<file path="src/design/mid_pkg.sv">
/*
 * Constants for the instruction decode and cycle timing block:
 * word layout, field positions, opcode patterns and phase timing.
 * Assumes a 14-bit program word presented on the core clock.
 */
package mid_pkg;

    // ----------------------------------------------------------------
    // word and field layout
    // ----------------------------------------------------------------
    localparam int MID_INSTR_W = 14;
    localparam int MID_OPC_LSB = 8;
    localparam int MID_OPC_W = 6;
    localparam int MID_D_BIT = 7;
    localparam int MID_F_W = 7;
    localparam int MID_B_LSB = 7;
    localparam int MID_B_W = 3;
    localparam int MID_K8_W = 8;
    localparam int MID_K11_W = 11;
    localparam int MID_N_OFS_BIT = 6;
    localparam int MID_N_INC_BIT = 2;
    localparam int MID_MM_W = 2;
    localparam logic [6:0] MID_F_MAX = 7'h7F;
    localparam logic [5:0] MID_INDIRECT_FILE_REGISTER_HI = 6'h00;

    // ----------------------------------------------------------------
    // timing
    // ----------------------------------------------------------------
    localparam int MID_OSC_PER_CYCLE = 4;
    localparam logic [1:0] MID_PHASE_FIRST = 2'h0;
    localparam logic [1:0] MID_PHASE_PRELAST = 2'h2;

    // ----------------------------------------------------------------
    // opcode patterns, mask then match
    // ----------------------------------------------------------------
    localparam logic [13:0] MID_M_TOP2 = 14'h3000;
    localparam logic [13:0] MID_P_ABS = 14'h2000;
    localparam logic [13:0] MID_P_BITOP = 14'h1000;
    localparam logic [13:0] MID_M_BIT4 = 14'h3C00;
    localparam logic [13:0] MID_P_SKIP_CLR = 14'h1800;
    localparam logic [13:0] MID_P_SKIP_SET = 14'h1C00;
    localparam logic [13:0] MID_M_OP6 = 14'h3F00;
    localparam logic [13:0] MID_P_DEC_SKIP = 14'h0B00;
    localparam logic [13:0] MID_P_INC_SKIP = 14'h0F00;
    localparam logic [13:0] MID_P_RET_LIT = 14'h3400;
    localparam logic [13:0] MID_P_PTR_OFS = 14'h3F00;
    localparam logic [13:0] MID_M_BRA = 14'h3E00;
    localparam logic [13:0] MID_P_BRA = 14'h3200;
    localparam logic [13:0] MID_M_FULL = 14'h3FFF;
    localparam logic [13:0] MID_P_RETURN = 14'h0008;
    localparam logic [13:0] MID_P_RET_INT = 14'h0009;
    localparam logic [13:0] MID_P_CALL_W = 14'h000A;
    localparam logic [13:0] MID_P_BR_W = 14'h000B;
    localparam logic [13:0] MID_M_PTR_INC = 14'h3FF0;
    localparam logic [13:0] MID_P_PTR_INC = 14'h0010;
    localparam logic [13:0] MID_M_CLR_W = 14'h3FFC;
    localparam logic [13:0] MID_P_CLR_W = 14'h0100;
    localparam logic [13:0] MID_M_MOV_TO_F = 14'h3F80;
    localparam logic [13:0] MID_P_MOV_TO_F = 14'h0080;
    localparam logic [13:0] MID_M_BITSET = 14'h3800;
    localparam logic [13:0] MID_P_BITSET = 14'h1000;

    typedef enum logic [1:0] {
        MID_ST_EXEC,
        MID_ST_EXTRA,
        MID_ST_FLUSH
    } mid_state_type;

endpackage

</file>
<file path="src/design/mid_phase_gen.sv">
/*
 * Free-running oscillator phase counter, four clocks per
 * instruction cycle. Assumes the core clock is the oscillator.
 */
`timescale 1ns/100ps

module mid_phase_gen
    import mid_pkg::*;
(
    input wire logic mclk_i,
    input wire logic rstn_i,
    output logic [1:0] phase_o,
    output logic last_o
);

    // ----------------------------------------------------------------
    // phase count
    // ----------------------------------------------------------------
    always_ff @(posedge mclk_i)
    begin
        if (!rstn_i)
            phase_o <= MID_PHASE_FIRST;
        else
            phase_o <= phase_o + 2'h1;
    end

    // registered so it lines up with the fourth phase
    always_ff @(posedge mclk_i)
    begin
        if (!rstn_i)
            last_o <= 1'b0;
        else
            last_o <= (phase_o == MID_PHASE_PRELAST);
    end

endmodule

</file>
<file path="src/design/mid_decode_top.sv">
/*
 * Instruction decode and cycle sequencer for an 8-bit core.
 * Assumes program memory presents the next fetched word on
 * instr_i by the last phase of every instruction cycle, and that
 * pointer targets arrive from logic on the same clock.
 */
// Function
// - one 14-bit word, no extension words
// - one instruction cycle unless exception applies
// - both call forms take two cycles
// - all three return forms take two cycles
// - jumps, branches and skips take two cycles
// - indirect access to program memory adds cycle
// - instruction cycle is four oscillator clocks
// - file operands are read, modified, stored
// - file read happens even for pure writes
// - file address spans 0x00 to 0x7F
// - destination bit zero to W, one to file
// - byte form: opcode, d, 7-bit file address
// - bit form: opcode, 3-bit position, address
// - literal form: opcode above 8-bit constant
// - pointer number picks pointer zero or one
// - don't-care bits never change decoding
// - call and jump carry 11-bit target
// - pointer increment carries number and 2-bit mode
`timescale 1ns/100ps

module mid_decode_top
    import mid_pkg::*;
(
    input wire logic mclk_i,
    input wire logic rstn_i,
    input wire logic [MID_INSTR_W-1:0] instr_i,
    input wire logic [1:0] ptr_in_prog_i,
    output logic [1:0] phase_o,
    output logic cycle_end_o,
    output logic [MID_INSTR_W-1:0] instr_o,
    output logic [MID_OPC_W-1:0] opcode_o,
    output logic dest_file_o,
    output logic [MID_F_W-1:0] file_addr_o,
    output logic [MID_B_W-1:0] bit_pos_o,
    output logic [MID_K8_W-1:0] literal_o,
    output logic [MID_K11_W-1:0] target_o,
    output logic ptr_num_o,
    output logic [MID_MM_W-1:0] ptr_mode_o,
    output logic two_cycle_o,
    output logic exec_o,
    output logic nop_o,
    output logic ind_stall_o,
    output logic discard_o,
    output logic file_rd_o,
    output logic file_wr_o,
    output logic w_wr_o
);

    // ----------------------------------------------------------------
    // opcode classes
    // ----------------------------------------------------------------
    function automatic logic hit(input logic [13:0] w,
                                 input logic [13:0] m,
                                 input logic [13:0] p);
        hit = ((w & m) == p);
    endfunction

    function automatic logic f_two_cycle(input logic [13:0] w);
        f_two_cycle = hit(w, MID_M_TOP2, MID_P_ABS)
            || hit(w, MID_M_FULL, MID_P_CALL_W)
            || hit(w, MID_M_FULL, MID_P_RETURN)
            || hit(w, MID_M_FULL, MID_P_RET_INT)
            || hit(w, MID_M_OP6, MID_P_RET_LIT)
            || hit(w, MID_M_BRA, MID_P_BRA)
            || hit(w, MID_M_FULL, MID_P_BR_W)
            || hit(w, MID_M_BIT4, MID_P_SKIP_CLR)
            || hit(w, MID_M_BIT4, MID_P_SKIP_SET)
            || hit(w, MID_M_OP6, MID_P_DEC_SKIP)
            || hit(w, MID_M_OP6, MID_P_INC_SKIP);
    endfunction

    // byte forms with a d bit or an implicit store to f
    function automatic logic f_byte_op(input logic [13:0] w);
        logic [5:0] op;
        op = w[13:8];
        f_byte_op = 1'b0;
        if (op[5:4] == 2'h0)
            f_byte_op = (op[3:0] != 4'h0 || hit(w, MID_M_MOV_TO_F,
                MID_P_MOV_TO_F)) && !hit(w, MID_M_CLR_W,
                MID_P_CLR_W);
        else if (op[5:4] == 2'h3)
            f_byte_op = (op[3:0] == 4'h5) || (op[3:0] == 4'h6)
                || (op[3:0] == 4'h7) || (op[3:0] == 4'hB)
                || (op[3:0] == 4'hD);
    endfunction

    function automatic logic f_bit_op(input logic [13:0] w);
        f_bit_op = hit(w, MID_M_TOP2, MID_P_BITOP);
    endfunction

    function automatic logic f_ptr_inc(input logic [13:0] w);
        f_ptr_inc = hit(w, MID_M_PTR_INC, MID_P_PTR_INC);
    endfunction

    function automatic logic f_ptr_ofs(input logic [13:0] w);
        f_ptr_ofs = hit(w, MID_M_OP6, MID_P_PTR_OFS);
    endfunction

    // ----------------------------------------------------------------
    // phase timing
    // ----------------------------------------------------------------
    mid_phase_gen u_phase (
        .mclk_i(mclk_i),
        .rstn_i(rstn_i),
        .phase_o(phase_o),
        .last_o(cycle_end_o)
    );

    // ----------------------------------------------------------------
    // sequencer
    // ----------------------------------------------------------------
    mid_state_type state;
    mid_state_type next_state;
    logic ind_hit;
    logic ind_ptr;
    logic penalty;
    logic load;

    assign penalty = ind_hit && ptr_in_prog_i[ind_ptr];
    assign load = cycle_end_o && (next_state == MID_ST_EXEC);

    always_comb
    begin
        case (state)
            MID_ST_EXEC:
            begin
                if (penalty)
                    next_state = MID_ST_EXTRA;
                else if (two_cycle_o)
                    next_state = MID_ST_FLUSH;
                else
                    next_state = MID_ST_EXEC;
            end
            MID_ST_EXTRA:
            begin
                if (two_cycle_o)
                    next_state = MID_ST_FLUSH;
                else
                    next_state = MID_ST_EXEC;
            end
            MID_ST_FLUSH:
                next_state = MID_ST_EXEC;
            default:
                next_state = MID_ST_FLUSH;
        endcase
    end

    // start in a flush cycle so the first word is fetched cleanly
    always_ff @(posedge mclk_i)
    begin
        if (!rstn_i)
            state <= MID_ST_FLUSH;
        else if (cycle_end_o)
            state <= next_state;
    end

    always_ff @(posedge mclk_i)
    begin
        if (!rstn_i)
        begin
            exec_o <= 1'b0;
            nop_o <= 1'b1;
            ind_stall_o <= 1'b0;
        end
        else if (cycle_end_o)
        begin
            exec_o <= (next_state == MID_ST_EXEC);
            nop_o <= (next_state == MID_ST_FLUSH);
            ind_stall_o <= (next_state == MID_ST_EXTRA);
        end
    end

    // word on instr_i while entering a flush is the stale prefetch
    always_ff @(posedge mclk_i)
    begin
        if (!rstn_i)
            discard_o <= 1'b0;
        else
            discard_o <= cycle_end_o
                && (next_state == MID_ST_FLUSH);
    end

    // ----------------------------------------------------------------
    // field capture, whole word at once
    // ----------------------------------------------------------------
    always_ff @(posedge mclk_i)
    begin
        if (!rstn_i)
        begin
            instr_o <= '0;
            opcode_o <= '0;
            dest_file_o <= 1'b0;
            file_addr_o <= '0;
            bit_pos_o <= '0;
            literal_o <= '0;
            target_o <= '0;
            ptr_num_o <= 1'b0;
            ptr_mode_o <= '0;
            two_cycle_o <= 1'b0;
        end
        else if (load)
        begin
            instr_o <= instr_i;
            opcode_o <= instr_i[MID_OPC_LSB +: MID_OPC_W];
            dest_file_o <= instr_i[MID_D_BIT];
            file_addr_o <= instr_i[MID_F_W-1:0] & MID_F_MAX;
            bit_pos_o <= instr_i[MID_B_LSB +: MID_B_W];
            literal_o <= instr_i[MID_K8_W-1:0];
            target_o <= instr_i[MID_K11_W-1:0];
            if (f_ptr_inc(instr_i))
                ptr_num_o <= instr_i[MID_N_INC_BIT];
            else
                ptr_num_o <= instr_i[MID_N_OFS_BIT];
            ptr_mode_o <= instr_i[MID_MM_W-1:0];
            two_cycle_o <= f_two_cycle(instr_i);
        end
    end

    // indirect reach: the two lowest file addresses or pointer forms
    always_ff @(posedge mclk_i)
    begin
        if (!rstn_i)
        begin
            ind_hit <= 1'b0;
            ind_ptr <= 1'b0;
        end
        else if (load)
        begin
            if (f_ptr_inc(instr_i))
            begin
                ind_hit <= 1'b1;
                ind_ptr <= instr_i[MID_N_INC_BIT];
            end
            else if (f_ptr_ofs(instr_i))
            begin
                ind_hit <= 1'b1;
                ind_ptr <= instr_i[MID_N_OFS_BIT];
            end
            else
            begin
                ind_hit <= (f_byte_op(instr_i) || f_bit_op(instr_i))
                    && (instr_i[6:1] == MID_INDIRECT_FILE_REGISTER_HI);
                ind_ptr <= instr_i[0];
            end
        end
    end

    // ----------------------------------------------------------------
    // read-modify-write strobes, held for the execute cycle
    // ----------------------------------------------------------------
    always_ff @(posedge mclk_i)
    begin
        if (!rstn_i)
        begin
            file_rd_o <= 1'b0;
            file_wr_o <= 1'b0;
            w_wr_o <= 1'b0;
        end
        else if (load)
        begin
            // read even for store-only forms, side effects must fire
            file_rd_o <= f_byte_op(instr_i) || f_bit_op(instr_i);
            file_wr_o <= (f_byte_op(instr_i) && instr_i[MID_D_BIT])
                || hit(instr_i, MID_M_BITSET, MID_P_BITSET);
            w_wr_o <= f_byte_op(instr_i)
                && !instr_i[MID_D_BIT];
        end
        else if (cycle_end_o)
        begin
            file_rd_o <= 1'b0;
            file_wr_o <= 1'b0;
            w_wr_o <= 1'b0;
        end
    end
endmodule

</file>
<file path="config.mk">
export PLATFORM = sky130hd
export DESIGN_NAME = mid_decode_top
export DESIGN_NICKNAME = d
export VERILOG_FILES = /design/src/design/mid_pkg.sv /design/src/design/mid_phase_gen.sv /design/src/design/mid_decode_top.sv
export SDC_FILE = /design/constraint.sdc
export NUM_CORES = 1
export LEC_CHECK = 0
export BUFFER_PORTS_ARGS = -buffer_cell sky130_fd_sc_hd__buf_2
export CORE_MARGIN = 2
export CORE_UTILIZATION = 30
export DETAILED_ROUTE_END_ITERATION = 10
export GPL_ROUTABILITY_DRIVEN = 0
export SKIP_LAST_GASP = 1
export SLEW_MARGIN = 20
export SYNTH_ARGS = -nofsm -noshare
export SYNTH_HDL_FRONTEND = slang
export SYNTH_SLANG_ARGS = --single-unit
</file>
<file path="constraint.sdc">
create_clock -name mclk_i -period 2.3 [get_ports mclk_i]
set_input_delay 0.46 -clock mclk_i [delete_from_list [all_inputs] [get_ports mclk_i]]
set_output_delay 0.46 -clock mclk_i [all_outputs]
set_load 0.03 [all_outputs]
</file>
---- Word-level counts from Yosys, hierarchy flattened ----
Cells that the tools add are included.
storage, ports and cells
  register bits after elaboration ......... 68
  input port bits ......................... 18
  output and inout bits ................... 64
  word-level logic and storage cells ...... 107
cells by class
  add/sub/neg operators ................... 1
  magnitude comparators ................... 1
  eq/ne operators ......................... 28
  muxes and demuxes ....................... 22
  reduce and logical (&&, ||, !) cells .... 33
operators with widths
  operator                                                    count
  == test 14 x 4 -> 1 bit, second input constant              4
  == test 4 x 3 -> 1 bit, second input constant               5
  2-to-1 mux 1 bit                                            19
  logical OR 1 bit                                            18
  == test 12 x 7 -> 1 bit, second input constant              1
  == test 6 x 4 -> 1 bit, second input constant               2
  == test 6 bit, second input constant                        2
  == test 10 x 1 -> 1 bit, second input constant              1
  == test 2 bit, second input constant                        5
  == test 4 bit, second input constant                        2
  == test 7 x 1 -> 1 bit, second input constant               1
  logical AND 1 bit                                           7
  == test 2 x 1 -> 1 bit, second input constant               3
  zero test 2 bit                                             3
  zero test 6 bit                                             1
  one-hot mux 2 bit (3 select lines)                          1
  == test 5 bit, second input constant                        1
  2-to-1 mux 2 bit                                            2
  nonzero test 4 bit                                          1
  == test 3 x 2 -> 1 bit, second input constant               1
  adder 2 x 1 -> 2 bit, second input constant                 1
  zero test 1 bit                                             2
  less-than comparator 1 x 2 -> 1 bit, second input constant  1
  nonzero test 2 bit                                          1

---- Longest topological paths before layout ----
  depth after elaboration ................. 15
  mapped depth ............................ 6
  depth with buffers taken out ............ 4

---- Cells and area by module ----
From an unflattened synthesis, not the netlist that was laid out.
second synthesis, totals
  cells, all modules ...................... 192
  area, all modules ....................... 1640.3 µm²
modules (own cells, without submodules)
  module          times used  cells each  area each (µm²)  seq. area each (µm²)
  mid_decode_top  1           184         1530.2           540.5
  mid_phase_gen   1           8           110.1            60.1

---- Worst setup path after synthesis ----
OpenSTA, ideal clock, no wires.
  path kind ............................... input-to-reg
  start point ............................. input instr_i[2]
  end point ............................... register ind_hit
  library setup time ...................... 116 ps
  arrival ................................. 1696 ps
  required time ........................... 2184 ps
  setup slack ............................. 488 ps
  stages on the path ...................... 4
  path buffers ............................ 0
  path through ............................ or4_4 -> nand2b_4 -> a311o_1 -> a41o_1
on the way
  cells in the longest elaborated chain, start to end .. 12
  elaborated cells on any way between the ends .. 13
  those cells by class .................... 1 x eq/ne; 7 x mux; 5 x reduce/logical
RTL lines
  item                     RTL line               source
  start: declaration       mid_decode_top.sv:33   input wire logic [MID_INSTR_W-1:0] instr_i,
  == test 12 x 7 -> 1 bit  mid_decode_top.sv:62   hit = ((w & m) == p);
  zero test 1 bit          mid_decode_top.sv:86   MID_P_MOV_TO_F)) && !hit(w, MID_M_CLR_W,
  logical AND 1 bit        mid_decode_top.sv:86
  2-to-1 mux 1 bit         mid_decode_top.sv:84   if (op[5:4] == 2'h0)
  2-to-1 mux 1 bit         mid_decode_top.sv:241  else if (f_ptr_ofs(instr_i))
  2-to-1 mux 1 bit         mid_decode_top.sv:236  if (f_ptr_inc(instr_i))
  2-to-1 mux 1 bit         mid_decode_top.sv:234  else if (load)
  2-to-1 mux 1 bit         mid_decode_top.sv:229  if (!rstn_i)
  logical OR 1 bit         mid_decode_top.sv:248  ind_hit <= (f_byte_op(instr_i) || f_bit_op(instr_i))
  logical AND 1 bit (*)    mid_decode_top.sv:249  && (instr_i[6:1] == MID_INDIRECT_FILE_REGISTER_HI);
  2-to-1 mux 1 bit (*)     mid_decode_top.sv:241
  2-to-1 mux 1 bit (*)     mid_decode_top.sv:236
  end signal: assignment   mid_decode_top.sv:248
  end: declaration         mid_decode_top.sv:121  logic ind_hit;
Every way passes the cells marked *; elsewhere a longest branch is shown, timed or not. The select of a mux whose other input is x is not followed.
A chain may end at the register's enable or synchronous reset.

---- Worst setup path after layout ----
  start point ............................. register ind_hit
  end point ............................... register file_rd_o
on the way
  cells in the longest elaborated chain, start to end .. 6
  elaborated cells on any way between the ends .. 7
  those cells by class .................... 3 x mux; 4 x reduce/logical
RTL lines
  item                                                           RTL line               source
  logical AND 1 bit (*)                                          mid_decode_top.sv:126  assign penalty = ind_hit && ptr_in_prog_i[ind_ptr];
  2-to-1 mux 2 bit (*)                                           mid_decode_top.sv:134  if (penalty)
  one-hot mux 2 bit (3 select lines) (*)                         mid_decode_top.sv:131  case (state)
  zero test 2 bit (*)                                            mid_decode_top.sv:127  assign load = cycle_end_o && (next_state == MID_ST_EXEC);
  logical AND 1 bit (*)                                          mid_decode_top.sv:127
  2-to-1 mux 1 bit / nonzero test 2 bit (equally long branches)  -
  end signal: assignment                                         mid_decode_top.sv:269  file_rd_o <= f_byte_op(instr_i) || f_bit_op(instr_i);
  end: declaration                                               mid_decode_top.sv:51   output logic file_rd_o,
Every way passes the cells marked *; elsewhere a longest branch is shown, timed or not.

==> run_results.csv <==
group,metric,value,unit
routing,dr.pass1.iters,4,
routing,route.detailed.drc,0,
sta,rsz0062_at_grt,"no",
power,total_power,0.00118,W
grt,grt_busiest_layer,"met2",
synthesis,syn_nets,220,
synthesis,synth-simple-area-share,0.198,
synthesis,synthAdderAreaFrac,0.00765,
sta,period_share,0.801,
setup_path,cp_slowest_cell,"or3b_2",
grt,grt_util_met1,0.161,
grt,grt_overflow,0,
flow_run,max_cap_violations,0,
synthesis,synth.distinct_cells,45,
synthesis,synth-seq-area-share,0.367,
sta,slew_headroom,0.692,
routing,drtAntennaViolNets,0,
synthesis,synthArstFlopShare,0,
final_layout,mostFrequentLayoutCells,"buf_2, nand2_1, dfxtp_1",
final_layout,fillerInstances,556,
grt,grtUsageMet3,0.0523,
clock_network,post_cts_resized,0,
final_layout,area_growth,16.3,%
power,irDropWorstVdd,0.000365,V
grt,use_met2,0.192,
setup_path,cp_max_fo,9,
grt,grt_antenna_before_repair,0,
routing,vias_per_cell,4.61,
floorplan,num_io_pins,82,
setup_path,worstPathCellList,"or3b_2, o211ai_2, buf_4, nor2_1, a32o_2",
setup_path,critPathRequiredTime,2.47,ns
synthesis,syn-instance-count,201,
sta,hold_viol_final,0,
floorplan,core_area,5170,sq um
place,portBuffers,81,
floorplan,fp.dieW,77.8,microns
grt,gr-usage-all-layers,0.127,
final_layout,antenna_cells,0,
clock_network,ctsHoldBuffers,0,
synthesis,yosysTopAreaCellShare,0.367,
routing,drt-total-wl,3820,microns
synthesis,synthXorXnorAreaFrac,0,
clock_network,clockBufferDepth,2,
floorplan,std_cell_rows,26,
synthesis,synth_compound_area_frac,0.184,
clock_network,post_cts_buffers,0,
clock_network,cts-root-buf,"clkbuf_8",
clock_network,cts-buffers-inserted,5,
synthesis,synth_top_family_by_area,"buffers and inverters",
routing,routedWlPerCell,12.1,microns
final_layout,layout_commonest_cell,"buf_2",
sta,layout_min_cycle_time,1.84,ns
final_layout,drive_gt1_frac,0.402,
synthesis,synthMuxAreaShare,0.0184,
routing,drt_iter0_markers,37,
clock_network,cts_tree,"done",
clock_network,cts_sinks,30,
grt,grt_pass1_wl,6030,microns
synthesis,yosys_register_bits,30,
place,dp_hpwl,2880,microns
worst_hold_path,hp-class,"in2reg",
synthesis,yosysWarnings,0,
clock_network,insertion_delay,0.28,ns
sta,setup_viol,0,
synthesis,synth_top_area_cell,"dfxtp_1",
setup_path,critical_path.max_stage_delay,0.49,ns
final_layout,fin_nets,265,
sta,finalSetupTns,0,ns
setup_path,end_kind,"register",
status,status,"finished clean",
sta,finalMaxSlewViolations,0,
sta,worstMarginPinSlew,0.459,ns
synthesis,synth_area,1640,sq um
setup_path,worstSetupStartpointType,"register",
grt,grt_max_degree,13,
clock_network,htree_levels,2,
final_layout,multiInputGateArea,668,sq um
floorplan,initial_utilization,0.316,
floorplan,die_area,6060,sq um
sta,clock.fmax,0.543,GHz
synthesis,synth_area_per_cell,8.14,sq um
setup_path,arrival,2.02,ns
clock_network,clk_pin_slew_worst_paths,0.06,ns
synthesis,synth_edf_count,0,
power,powerDensity,621,nW/um^2
setup_path,path_class,"reg2reg",
floorplan,die_y,77.8,microns
grt,grt_pass1_vias,1241,
final_layout,seq_area,601,sq um
routing,vias,1456,
synthesis,synth_area_leaders,"dfxtp_1, buf_4, nand2_1",
power,power_leakage,0.974,nW
sta,fin_skew,0.00621,ns
synthesis,synth-main-ff-cell,"dfxtp_1",
## Yosys cell counts, drive strengths merged, types with 2 or more instances
master	instances
a31oi	2
nand3	4
nor4	2
o21ai	4
o311a	2
a21oi	21
clkbuf	3
buf	45
nor2	11
a211oi	2
inv	7
mux2i	3
nand2b	3
nand2	36
dfxtp	30
## layout make-up
cell class | instances | area share
Clock buffer | 7 | 0.0401
Timing Repair Buffer | 86 | 0.233
Multi-Input combinational cell | 116 | 0.351
Sequential cell | 30 | 0.316
Tap cell | 70 | 0.0461
Inverter | 7 | 0.0138
## state kept, by name, summed over array words and instances (netlist names)
signal / count
w_wr_o: 1
u_phase.last_o: 1
discard_o: 1
ind_stall_o: 1
ind_ptr: 1
ptr_num_o: 1
u_phase.phase_o: 2
file_rd_o: 1
state: 2
exec_o: 1
instr_o: 14
ind_hit: 1
two_cycle_o: 1
file_wr_o: 1
nop_o: 1
## critical path: cells and delay by family, from the launching register on
kind	cells	cell delay [ns]
flops	1	0.36
compound gates	2	0.62
simple gates	2	0.53
buf+inv	1	0.22
## per-stage QoR
stage	instance area [sq um]	cells	setup slack [ns]	util	hold WS, ns
detailed placement	1830	309	0.312	0.353	0.430
finish	1900	316	0.458	0.368	0.436
global route	1900	316	0.298	0.368	0.429
CTS	1900	316	0.438	0.368	0.431
global placement	1830	309	0.325	0.353	0.423
floorplan	1640	201	0.488	-	0.457
## kinds of logic after synthesis
| group | Yosys count |
|---|---|
| AOI/OAI and AO/OA | 45 |
| buffers and inverters | 55 |
| DFF | 30 |
| muxes | 3 |
| and+or+nand+nor | 67 |
| adders and majority gates | 1 |
## path summary, 6_finish.rpt
kind | cells past startpoint | slack [ns] | end | start
setup / recovery | 5 | 0.46 | file_rd_o$_SDFFE_PN0P_ | ind_hit$_SDFFE_PN0P_
hold reg to reg | 1 | 0.44 | u_phase.phase_o[0]$_SDFF_PN0_ | u_phase.phase_o[0]$_SDFF_PN0_
setup reg to reg | 5 | 0.46 | file_rd_o$_SDFFE_PN0P_ | ind_hit$_SDFFE_PN0P_
hold / removal | 3 | 0.44 | instr_o[1]$_SDFFE_PN0P_ | instr_i[1]
## report_power, final
part | switching, W | internal, W
Sequential | 0.0000171 | 0.000541
Clock | 0.000182 | 0.000208
Combinational | 0.000162 | 0.0000717
## routing by layer
metal / vias up / part of all wire
li1: 736 / -
met1: 647 / 0.44
met2: 69 / 0.44
met3: 4 / 0.11
met4: 0 / 0.0097
met5: - / 0
Power figures use the tool's default switching activity.
